$ cat src/program_flow_pkg.sv
// Shared types and constants for the program flow sequencer.
`default_nettype none
package program_flow_pkg;
    // Program address width and the register word type.
    localparam int ADDR_W = 16;
    typedef logic [ADDR_W-1:0] addr_t;

    // Reset values and fixed addresses.
    localparam addr_t RESET_VECTOR = 16'h0000;
    localparam addr_t LOOP_END_RESET = 16'hFFFF;
    localparam addr_t ZERO_WORD = 16'h0000;
    localparam addr_t ADDR_STEP = 16'h0001;
    localparam addr_t VECTOR_BASE = 16'h0020;
    localparam addr_t VECTOR_MASK = 16'h001F;

    // Position of the loop-inhibit flag inside the mode and flag register.
    localparam int LOOP_FLAG_BIT = 7;

    // Class of the instruction handed over by the decoder.
    typedef enum logic [7:0] {
        OP_OTHER     = 8'h01,
        OP_JUMP      = 8'h02,
        OP_COND_JUMP = 8'h04,
        OP_REG_JUMP  = 8'h08,
        OP_IRET      = 8'h10,
        OP_LOOP      = 8'h20,
        OP_VECTOR    = 8'h40,
        OP_COND_CALL = 8'h80
    } op_kind_t;

    // Instruction in the execute stage, with its evaluated condition.
    typedef struct packed {
        op_kind_t kind;
        logic cond_true;
        addr_t target;
    } exec_op_t;

    // Explicit register writes by instructions; they share one data word.
    typedef struct packed {
        logic wr_ls;
        logic wr_le;
        logic wr_lc;
        logic wr_lr0;
        logic wr_lr1;
        logic wr_mode;
        logic wr_page;
        addr_t data;
    } reg_write_t;

    // Interrupt entry states, one-hot.
    typedef enum logic [5:0] {
        INT_IDLE = 6'h01,
        INT_C1   = 6'h02,
        INT_C2   = 6'h04,
        INT_C3   = 6'h08,
        INT_C4   = 6'h10,
        INT_C5   = 6'h20
    } int_state_t;

    // Instructions that count as change-of-flow for cancellation.
    function automatic logic is_cof(input op_kind_t kind);
        is_cof = (kind == OP_JUMP) || (kind == OP_COND_JUMP) ||
                 (kind == OP_REG_JUMP) || (kind == OP_IRET) ||
                 (kind == OP_LOOP);
    endfunction
endpackage
`default_nettype wire

$ cat src/program_flow_sequencer.sv
// Fetch address sequencing, delayed jumps and interrupt entry control.
`timescale 1ns/1ns
`default_nettype none
module program_flow_sequencer
    import program_flow_pkg::*;
(
    input wire logic clk_in,            // Processor clock, 125 MHz.
    input wire logic reset_in,          // Synchronous reset, active high.
    input wire exec_op_t exec_op_in,    // Instruction in execute stage.
    input wire op_kind_t decode_kind_in,// Class of instruction in decode.
    input wire addr_t loop_count_in,    // Count operand of loop start.
    input wire reg_write_t reg_wr_in,   // Explicit register writes.
    input wire logic irq_req_in,        // Arbiter interrupt request.
    input wire addr_t irq_vector_in,    // Arbiter vector address.
    output addr_t fetch_addr_out,       // Instruction fetch address.
    output logic exec_cancel_out,       // Execute stage holds a no-op.
    output logic irq_accept_out,        // Request taken this cycle.
    output int_state_t int_state_out,   // Interrupt entry state.
    output logic loop_restart_out,      // New loop round this cycle.
    output addr_t pc_out,               // Program counter.
    output addr_t indirect_link_out,    // Indirect link register.
    output addr_t return_link_out,      // Return link register.
    output addr_t mode_flag_out,        // Mode and flag register.
    output addr_t saved_mode_out,       // Saved mode register.
    output addr_t instr_page_out,       // Instruction page register.
    output addr_t saved_page_out,       // Saved page register.
    output addr_t loop_start_out,       // Loop start register.
    output addr_t loop_end_out,         // Loop end register.
    output addr_t loop_count_out        // Loop count register.
);
    // Sequencer state kept in one record.
    typedef struct packed {
        int_state_t st;
        logic kill;
        logic hold;
        logic hold_ext;
        logic c1_cof;
        logic c1_at_end;
        addr_t pc;
    } seq_state_t;

    seq_state_t s;
    seq_state_t next_s;

    // Decoded execute-stage actions.
    logic exec_valid;
    logic take_target;
    logic take_indirect;
    logic take_return;
    logic loop_exec;
    logic clears_loop_flag;
    logic exec_cof;
    addr_t normal_fetch;
    addr_t fetch_addr;
    addr_t vector_addr;
    logic cancel_c1;

    // Register plumbing.
    addr_t indirect_link;
    addr_t return_link;
    addr_t mode_flag;
    addr_t instr_page;
    addr_t loop_start;
    logic loop_at_end;
    logic loop_restart;
    logic lr1_auto_en;
    addr_t lr1_auto_data;
    logic mode_auto_en;
    addr_t mode_auto_data;
    logic loop_inhibit;

    // A cancelled slot executes as a no-op, so its class is ignored.
    assign exec_valid = !s.kill;
    assign take_target = exec_valid &&
        ((exec_op_in.kind == OP_JUMP) || (exec_op_in.kind == OP_VECTOR) ||
         (((exec_op_in.kind == OP_COND_JUMP) ||
           (exec_op_in.kind == OP_COND_CALL)) && exec_op_in.cond_true));
    assign take_indirect = exec_valid && (exec_op_in.kind == OP_REG_JUMP) &&
                           exec_op_in.cond_true;
    assign take_return = exec_valid &&
                         (exec_op_in.kind == OP_IRET);
    assign loop_exec = exec_valid && (exec_op_in.kind == OP_LOOP);
    assign exec_cof = exec_valid && is_cof(exec_op_in.kind);
    assign clears_loop_flag = exec_valid &&
        ((exec_op_in.kind == OP_JUMP) || (exec_op_in.kind == OP_COND_JUMP) ||
         (exec_op_in.kind == OP_REG_JUMP) || (exec_op_in.kind == OP_IRET) ||
         (exec_op_in.kind == OP_COND_CALL) || (exec_op_in.kind == OP_LOOP));

    // The vector is folded into the table range, so a stray arbiter value
    // still lands inside the jump table instead of random code.
    assign vector_addr = VECTOR_BASE |
        (irq_vector_in & VECTOR_MASK);

    // Normal fetch address: the jump destination, or the counter.
    always_comb
    begin
        if (take_target)
            normal_fetch = exec_op_in.target;
        else if (take_indirect)
            normal_fetch = indirect_link;
        else if (take_return)
            normal_fetch = return_link;
        else
            normal_fetch = s.pc;
    end

    // In the second entry cycle the handler vector replaces it.
    assign fetch_addr = (s.st == INT_C2) ? vector_addr
                                         : normal_fetch;

    // The cycle-one fetch survives only behind a flow change or loop end.
    assign cancel_c1 = !(s.c1_cof || s.c1_at_end);

    // Return link auto loads: fetch address in cycle one, destination in
    // cycle two when the cycle-one instruction is kept.
    always_comb
    begin
        lr1_auto_en = 1'b0;
        lr1_auto_data = fetch_addr;
        case (s.st)
            INT_C1:
            begin
                lr1_auto_en = 1'b1;
                lr1_auto_data = fetch_addr;
            end
            INT_C2:
            begin
                lr1_auto_en = !cancel_c1;
                lr1_auto_data = normal_fetch;
            end
            default:
            begin
                lr1_auto_en = 1'b0;
                lr1_auto_data = fetch_addr;
            end
        endcase
    end

    // The loop-inhibit flag is set on entry and dropped by flow changes;
    // entry wins when both land in the same cycle, to protect the handler.
    always_comb
    begin
        mode_auto_en = 1'b0;
        mode_auto_data = mode_flag;
        if (clears_loop_flag)
        begin
            mode_auto_en = 1'b1;
            mode_auto_data[LOOP_FLAG_BIT] = 1'b0;
        end
        if (s.st == INT_C2)
        begin
            mode_auto_en = 1'b1;
            mode_auto_data[LOOP_FLAG_BIT] = 1'b1;
        end
    end

    assign loop_inhibit = mode_flag[LOOP_FLAG_BIT];

    // Request is taken only from idle and after the handler head has run.
    assign irq_accept_out = (s.st == INT_IDLE) && irq_req_in &&
                            !s.hold;

    // Next state of the sequencer.
    always_comb
    begin
        next_s = s;
        next_s.kill = 1'b0;
        // Counter follows the fetch, or jumps back on a new loop round.
        if (loop_restart)
            next_s.pc = loop_exec ? fetch_addr : loop_start;
        else
            next_s.pc = fetch_addr + ADDR_STEP;
        // A vector jump voids the instruction sitting in its delay slot.
        if (exec_valid && (exec_op_in.kind == OP_VECTOR))
            next_s.kill = 1'b1;
        case (s.st)
            INT_IDLE:
            begin
                if (irq_accept_out)
                    next_s.st = INT_C1;
                if (s.hold)
                begin
                    // Third handler instruction executes now; a flow change
                    // there keeps the gate shut for its delay slot too.
                    if (!s.hold_ext && exec_cof)
                        next_s.hold_ext = 1'b1;
                    else
                        next_s.hold = 1'b0;
                end
            end
            INT_C1:
            begin
                next_s.st = INT_C2;
                next_s.c1_cof = is_cof(decode_kind_in);
                next_s.c1_at_end = loop_at_end;
            end
            INT_C2:
            begin
                next_s.st = INT_C3;
                if (cancel_c1)
                    next_s.kill = 1'b1;
            end
            INT_C3:
                next_s.st = INT_C4;
            INT_C4:
                next_s.st = INT_C5;
            INT_C5:
            begin
                next_s.st = INT_IDLE;
                next_s.hold = 1'b1;
                next_s.hold_ext = 1'b0;
            end
            default:
                next_s.st = INT_IDLE;
        endcase
    end

    // State register.
    always_ff @(posedge clk_in)
    begin
        if (reset_in)
            s <= '{st: INT_IDLE, kill: 1'b0, hold: 1'b0, hold_ext: 1'b0,
                   c1_cof: 1'b0, c1_at_end: 1'b0, pc: RESET_VECTOR};
        else
            s <= next_s;
    end

    // Loop registers and loop end detection.
    loop_unit u_loop (
        .clk_in(clk_in),
        .reset_in(reset_in),
        .fetch_addr_in(fetch_addr),
        .inhibit_in(loop_inhibit),
        .loop_exec_in(loop_exec),
        .loop_end_in(exec_op_in.target),
        .loop_count_in(loop_count_in),
        .wr_in(reg_wr_in),
        .at_end_out(loop_at_end),
        .restart_out(loop_restart),
        .loop_start_out(loop_start),
        .loop_end_out(loop_end_out),
        .loop_count_out(loop_count_out)
    );

    // Indirect link: written by instructions only.
    ctrl_reg u_indirect_link (
        .clk_in(clk_in),
        .reset_in(reset_in),
        .wr_en_in(reg_wr_in.wr_lr0),
        .wr_data_in(reg_wr_in.data),
        .auto_en_in(1'b0),
        .auto_data_in(ZERO_WORD),
        .value_out(indirect_link)
    );

    // Return link: an instruction write outranks the entry loads.
    ctrl_reg u_return_link (
        .clk_in(clk_in),
        .reset_in(reset_in),
        .wr_en_in(reg_wr_in.wr_lr1),
        .wr_data_in(reg_wr_in.data),
        .auto_en_in(lr1_auto_en),
        .auto_data_in(lr1_auto_data),
        .value_out(return_link)
    );

    // Mode and flag register with automatic loop-inhibit handling.
    ctrl_reg u_mode_flag (
        .clk_in(clk_in),
        .reset_in(reset_in),
        .wr_en_in(reg_wr_in.wr_mode),
        .wr_data_in(reg_wr_in.data),
        .auto_en_in(mode_auto_en),
        .auto_data_in(mode_auto_data),
        .value_out(mode_flag)
    );

    // Saved mode copy, taken in the fourth entry cycle.
    ctrl_reg u_saved_mode (
        .clk_in(clk_in),
        .reset_in(reset_in),
        .wr_en_in(1'b0),
        .wr_data_in(ZERO_WORD),
        .auto_en_in(s.st == INT_C4),
        .auto_data_in(mode_flag),
        .value_out(saved_mode_out)
    );

    // Instruction page register, changed by instructions.
    ctrl_reg u_instr_page (
        .clk_in(clk_in),
        .reset_in(reset_in),
        .wr_en_in(reg_wr_in.wr_page),
        .wr_data_in(reg_wr_in.data),
        .auto_en_in(1'b0),
        .auto_data_in(ZERO_WORD),
        .value_out(instr_page)
    );

    // Saved page copy, taken in the second entry cycle; not writable.
    ctrl_reg u_saved_page (
        .clk_in(clk_in),
        .reset_in(reset_in),
        .wr_en_in(1'b0),
        .wr_data_in(ZERO_WORD),
        .auto_en_in(s.st == INT_C2),
        .auto_data_in(instr_page),
        .value_out(saved_page_out)
    );

    // Outputs.
    assign fetch_addr_out = fetch_addr;
    assign exec_cancel_out = s.kill;
    assign int_state_out = s.st;
    assign loop_restart_out = loop_restart;
    assign pc_out = s.pc;
    assign indirect_link_out = indirect_link;
    assign return_link_out = return_link;
    assign mode_flag_out = mode_flag;
    assign instr_page_out = instr_page;
    assign loop_start_out = loop_start;
endmodule
`default_nettype wire

$ cat src/ctrl_reg.sv
// One control register where an explicit write beats an automatic load.
`timescale 1ns/1ns
`default_nettype none
module ctrl_reg
    import program_flow_pkg::*;
#(
    parameter addr_t RESET_VALUE = ZERO_WORD
)
(
    input wire logic clk_in,         // Processor clock.
    input wire logic reset_in,       // Synchronous reset, active high.
    input wire logic wr_en_in,       // Explicit instruction write.
    input wire addr_t wr_data_in,    // Data of the explicit write.
    input wire logic auto_en_in,     // Automatic load by the sequencer.
    input wire addr_t auto_data_in,  // Data of the automatic load.
    output addr_t value_out          // Current register contents.
);
    typedef struct packed {
        addr_t value;
    } reg_state_t;

    reg_state_t s;
    reg_state_t next_s;

    // The explicit write is checked last so that it wins the cycle.
    always_comb
    begin
        next_s = s;
        if (auto_en_in)
            next_s.value = auto_data_in;
        if (wr_en_in)
            next_s.value = wr_data_in;
    end

    // State register.
    always_ff @(posedge clk_in)
    begin
        if (reset_in)
            s <= '{value: RESET_VALUE};
        else
            s <= next_s;
    end

    assign value_out = s.value;
endmodule
`default_nettype wire

$ cat src/loop_unit.sv
// Hardware loop registers with loop end detection and count decrement.
`timescale 1ns/1ns
`default_nettype none
module loop_unit
    import program_flow_pkg::*;
(
    input wire logic clk_in,          // Processor clock.
    input wire logic reset_in,        // Synchronous reset, active high.
    input wire addr_t fetch_addr_in,  // Current fetch address.
    input wire logic inhibit_in,      // Loop-inhibit flag from mode reg.
    input wire logic loop_exec_in,    // Loop start instruction executes.
    input wire addr_t loop_end_in,    // End address carried by it.
    input wire addr_t loop_count_in,  // Count carried by it.
    input wire reg_write_t wr_in,     // Explicit register writes.
    output logic at_end_out,          // Fetch comes from the loop end.
    output logic restart_out,         // A new loop round begins.
    output addr_t loop_start_out,     // Loop start register.
    output addr_t loop_end_out,       // Loop end register.
    output addr_t loop_count_out      // Loop count register.
);
    typedef struct packed {
        addr_t start;
        addr_t end_addr;
        addr_t count;
    } loop_state_t;

    loop_state_t s;
    loop_state_t next_s;
    addr_t eff_end;
    addr_t eff_count;

    // Values loaded by an executing loop instruction are forwarded, so a
    // one-instruction loop is caught on the very fetch of its body.
    assign eff_end = loop_exec_in ? loop_end_in : s.end_addr;
    assign eff_count = loop_exec_in ? loop_count_in : s.count;
    assign at_end_out = (fetch_addr_in == eff_end);
    assign restart_out = at_end_out && !inhibit_in &&
                         (eff_count != ZERO_WORD);

    // Loop registers: instruction load, direct writes, then decrement.
    always_comb
    begin
        next_s = s;
        if (loop_exec_in)
        begin
            next_s.start = fetch_addr_in;
            next_s.end_addr = loop_end_in;
            next_s.count = loop_count_in;
        end
        if (wr_in.wr_ls)
            next_s.start = wr_in.data;
        if (wr_in.wr_le)
            next_s.end_addr = wr_in.data;
        if (wr_in.wr_lc)
            next_s.count = wr_in.data;
        if (restart_out)
            next_s.count = eff_count - ADDR_STEP;
    end

    // State register; the end address resets to all ones.
    always_ff @(posedge clk_in)
    begin
        if (reset_in)
            s <= '{start: ZERO_WORD, end_addr: LOOP_END_RESET,
                   count: ZERO_WORD};
        else
            s <= next_s;
    end

    assign loop_start_out = s.start;
    assign loop_end_out = s.end_addr;
    assign loop_count_out = s.count;
endmodule
`default_nettype wire

$ cat config.mk
export PLATFORM = sky130hd
export DESIGN_NAME = program_flow_sequencer
export DESIGN_NICKNAME = d
export VERILOG_FILES = /design/src/program_flow_pkg.sv /design/src/program_flow_sequencer.sv /design/src/ctrl_reg.sv /design/src/loop_unit.sv
export SDC_FILE = /design/constraint.sdc
export NUM_CORES = 1
export LEC_CHECK = 0
export BUFFER_PORTS_ARGS = -buffer_cell sky130_fd_sc_hd__buf_2
export CORE_ASPECT_RATIO = 1.75
export CORE_MARGIN = 2
export CORE_UTILIZATION = 25
export CTS_CLUSTER_SIZE = 14
export DETAILED_ROUTE_END_ITERATION = 8
export SYNTH_ARGS = -nofsm -noshare
export SYNTH_HDL_FRONTEND = slang
export SYNTH_SLANG_ARGS = --single-unit
$ cat constraint.sdc
create_clock -name clk_in -period 7.8 [get_ports clk_in]
set_input_delay 1.56 -clock clk_in [delete_from_list [all_inputs] [get_ports clk_in]]
set_output_delay 1.56 -clock clk_in [all_outputs]
set_load 0.05 [all_outputs]
==> reports/qor.csv <==
stage;metric;value;unit
synthesis;synthCells;1293;
clock_network;cts_inserted_buffers;17;
floorplan;core_region_area;38400;sq um
final_layout;share_of_post_route_cells_with_drive_strength_above_1;24.1;%
timing;worst_slew_margin_rel;22.6;%
routing;detail_route.wirelength;46.6;mm
synthesis;yosysWarnings;0;
synthesis;synth_area_per_cell;7.54;sq um
setup_path;worst_ep_arrival_time;5.35;ns
setup_path;timing.setup.critical_path_class;primary input to output pin;
routing;wl_met1;16.1;mm
clock_network;worst_skew_pair.late_latency;0.46;ns
setup_path;critical_path.slowest_cell;sky130_fd_sc_hd__nor4_1;
final_layout;num-nets-final;1566;
synthesis;synth_flop_cell;sky130_fd_sc_hd__dfxtp_1;
setup_path;critical_path.startpoint_type;primary input;
floorplan;fp.dieW;153;um
place;place_hpwl;35.0;mm
clock_network;worst_setup_hold_path_clk_slew;0.08;ns
timing;final-max-slew-violation-count;0;
timing;setup-tns-final;0;ns
clock_network;cts.path.max_buffers;2;
timing;setup_viol;0;
synthesis;seq_area_frac_synth;35.1;%
routing;postRouteAntennaNets;0;
global_routing;number_of_global_route_vias_before_repair;10300;
global_routing;groute.usage.overall;22.4;%
setup_path;cp_max_stage_delay;0.67;ns
hold_path;hold_depth;2;
setup_path;worstPathRequired;6.24;ns
setup_path;most_frequent_cell_on_the_critical_path;sky130_fd_sc_hd__buf_2;
floorplan;die_area;40700;sq um
timing;skew;0.0139;ns
pwr;worst_ir_drop_vdd;168;uV
setup_path;end_kind;output pin;
synthesis;mappedNetlistNets;1386;
clock_network;cts_setup_buffers;0;
place;port_buffers;264;
floorplan;die_h;265;um
place;placement.cell_area;11200;sq um
routing;drc;0;
pwr;total_power;2.29;mW
setup_path;cpLargestDelayFamily;simple AND/OR/NAND/NOR gates;
clock_network;cts_hold_buffers;0;
final_layout;final-seq-area;3420;sq um
final_layout;multi_input_area;5640;sq um
global_routing;grt-ovfl-total;0;
timing;rsz0062_at_grt;no;
timing;final_critical_path_setup_slack;0.886;ns
outcome;run_status;finished, final reports clean;
timing;maxClockFrequency;0.145;GHz
timing;min_period;6.91;ns
synthesis;synth-seq-cells;171;
synthesis;synth_enable_flop_cells;0;
clock_network;tritoncts_num_sinks;171;
final_layout;final_cell_mix;sky130_fd_sc_hd__buf_2, sky130_fd_sc_hd__nand2_1, sky130_fd_sc_hd__dfxtp_1;
setup_path;critical_path_cell_count;12;
floorplan;rows;95;
routing;drt_first_iter_violations;881;
global_routing;grt_max_degree;90;
timing;timing.final.hold_violations;0;
pwr;leakage;5.02;nW
setup_path;worstPathBufferInverterCount;4;
pwr;power_density;193;nW/um^2
clock_network;post_cts_sizing_count;0;
flow_run;maxCapViolations;0;
final_layout;most_common_cell_after_layout_fill_and_taps_aside;sky130_fd_sc_hd__buf_2;
clock_network;tritoncts;built;
timing;finalCritPeriodShare;88.6;%
setup_path;r2r_cells;13;
final_layout;fill_cells;4153;
synthesis;async_flop_share;0;%
routing;via_per_inst;5.35;
routing;detailroute.wirelength.met2;22.4;mm
timing;pin_slew_with_the_least_headroom_to_its_limit;1.15;ns
synthesis;mappedNetlistArea;9750;sq um
final_layout;layoutNonFillerInstCount;1973;
routing;firstDrtPassIters;5;
routing;maxUsedRoutingLayer;met4;
global_routing;antenna_found_initial;2;
clock_network;h_tree_depth_reported_by_cts;4;
routing;via_count;10600;
hold_path;hold_path.class;flip-flop to flip-flop;
place;placed_cells;1939;
synthesis;synth_cell_type_count;74;
setup_path;cp_max_fo;19;
routing;length_of_routed_met3_wiring;3.45;mm
clock_network;clockRootBuffer;sky130_fd_sc_hd__clkbuf_16;
setup_path;crit_path_cell_trace;buf_2, or4_4, nor4_1, nor2_1, buf_4, a2111oi_0, a211oi_1, a2111oi_4, and4_4, nand2_4, clkinv_4, buf_2;
global_routing;grt_pass1_wl;67.5;mm
final_layout;final_design_area_no_fill;11800;sq um
place;pre_cts_slack;1.02;ns
floorplan;start_util;25.4;%
floorplan;num_io_pins;276;
place;routabilityCongestion;0.966;
final_layout;areaGrowthSynthToFinish;21.4;%
routing;wl_per_cell;23.6;um
## worst reg2reg max path, stage by stage (launching register included)
cell and delay, ns:
sky130_fd_sc_hd__dfxtp_1 0.36, sky130_fd_sc_hd__nor2_1 0.36, sky130_fd_sc_hd__and4b_2 0.61, sky130_fd_sc_hd__buf_4 0.50, sky130_fd_sc_hd__a21oi_4 0.11, sky130_fd_sc_hd__a221o_1 0.55, sky130_fd_sc_hd__xnor2_1 0.24, sky130_fd_sc_hd__a2111oi_4 0.46
sky130_fd_sc_hd__and4_4 0.33, sky130_fd_sc_hd__nand2_4 0.07, sky130_fd_sc_hd__clkinv_4 0.06, sky130_fd_sc_hd__buf_4 0.40, sky130_fd_sc_hd__mux2_2 0.40, sky130_fd_sc_hd__o221a_2 0.24
## metal layers
metal	up-vias	GRT usage, %
met3	149	5.54
met2	489	37.8
met5	-	0
met4	0	19.3
li1	4908	-
met1	5007	23.1
## through the flow
step	util, %	hold WS [ns]
finish	30.9	0.455
global route	30.9	0.472
CTS	30.8	0.454
detailed placement	29.3	0.443
global placement	29.3	0.440
floorplan	-	0.450
## worst paths after layout
check	start	slack, ns	endpoint
worst min register to register	u_saved_mode.value_out[1]$_SDFFE_PP0P_	0.45	u_saved_mode.value_out[1]$_SDFFE_PP0P_
worst max-delay path	exec_op_in[22]	0.89	loop_restart_out
worst max register to register	int_state_out[3]$_SDFFE_PP0P_	3.01	u_loop.loop_count_out[15]$_SDFFE_PP0P_
worst min-delay path	u_saved_mode.value_out[1]$_SDFFE_PP0P_	0.45	u_saved_mode.value_out[1]$_SDFFE_PP0P_
## logic make-up (layout without fill, tap and decap cells)
kind of cell	Yosys count	count (layout)	synth area share, %
AO/OA/AOI/OAI	289	289	18.3
adder cells (fa/ha/maj)	2	2	0.257
other	0	2	0
buffers and inverters	144	337	7.20
flip-flops	171	171	35.1
XOR/XNOR	24	24	2.16
AND/OR/NAND/NOR	569	569	27.3
multiplexers	94	94	9.76
## cells in the mapped netlist (all sizes together) (8+ instances only)
master / number / area share [%]
a211oi: 9 / 0.74
a21oi: 135 / 7.0
a31oi: 18 / 1.2
and2: 9 / 0.58
buf: 48 / 3.5
clkbuf: 80 / 3.1
dfxtp: 171 / 35
inv: 15 / 0.58
mux2: 9 / 1.0
mux2i: 85 / 8.7
nand2: 225 / 8.7
nand2b: 9 / 0.58
nand3: 14 / 0.72
nand4: 29 / 1.9
nor2: 153 / 5.9
nor3: 42 / 2.2
nor4: 28 / 2.1
o211ai: 8 / 0.62
o21ai: 47 / 2.4
o31ai: 17 / 1.3
or3: 11 / 0.71
xnor2: 15 / 1.3
xor2: 9 / 0.81
## power breakdown
part	internal, mW	switching, mW	total (mW)	leakage, nW
clock	0.436	0.434	0.870	0.285
sequential	0.910	0.0357	0.946	1.40
combinational	0.122	0.352	0.474	3.33
total	1.47	0.822	2.29	5.02
## layout make-up
cell class,instances,area share [%]
clock buffer,18,3.71
timing repair buffer,289,12.8
tap,485,5.12
clock inverter,14,1.32
antenna,2,0.0423
inverter,16,0.549
sequential,171,28.9
multi-input combinational,978,47.6
## sequential cells by signal, summed over array words and instances (netlist names)
| register | cells |
|---|---|
| u_mode_flag.value_out | 16 |
| u_saved_mode.value_out | 16 |
| u_loop.loop_end_out | 16 |
| u_instr_page.value_out | 16 |
| u_return_link.value_out | 16 |
| u_saved_page.value_out | 16 |
| int_state_out | 6 |
| u_loop.loop_count_out | 16 |
| pc_out | 16 |
| u_indirect_link.value_out | 16 |
| s | 4 |
| u_loop.loop_start_out | 16 |
| exec_cancel_out | 1 |
No activity file was read; power rests on OpenSTA's default activity.
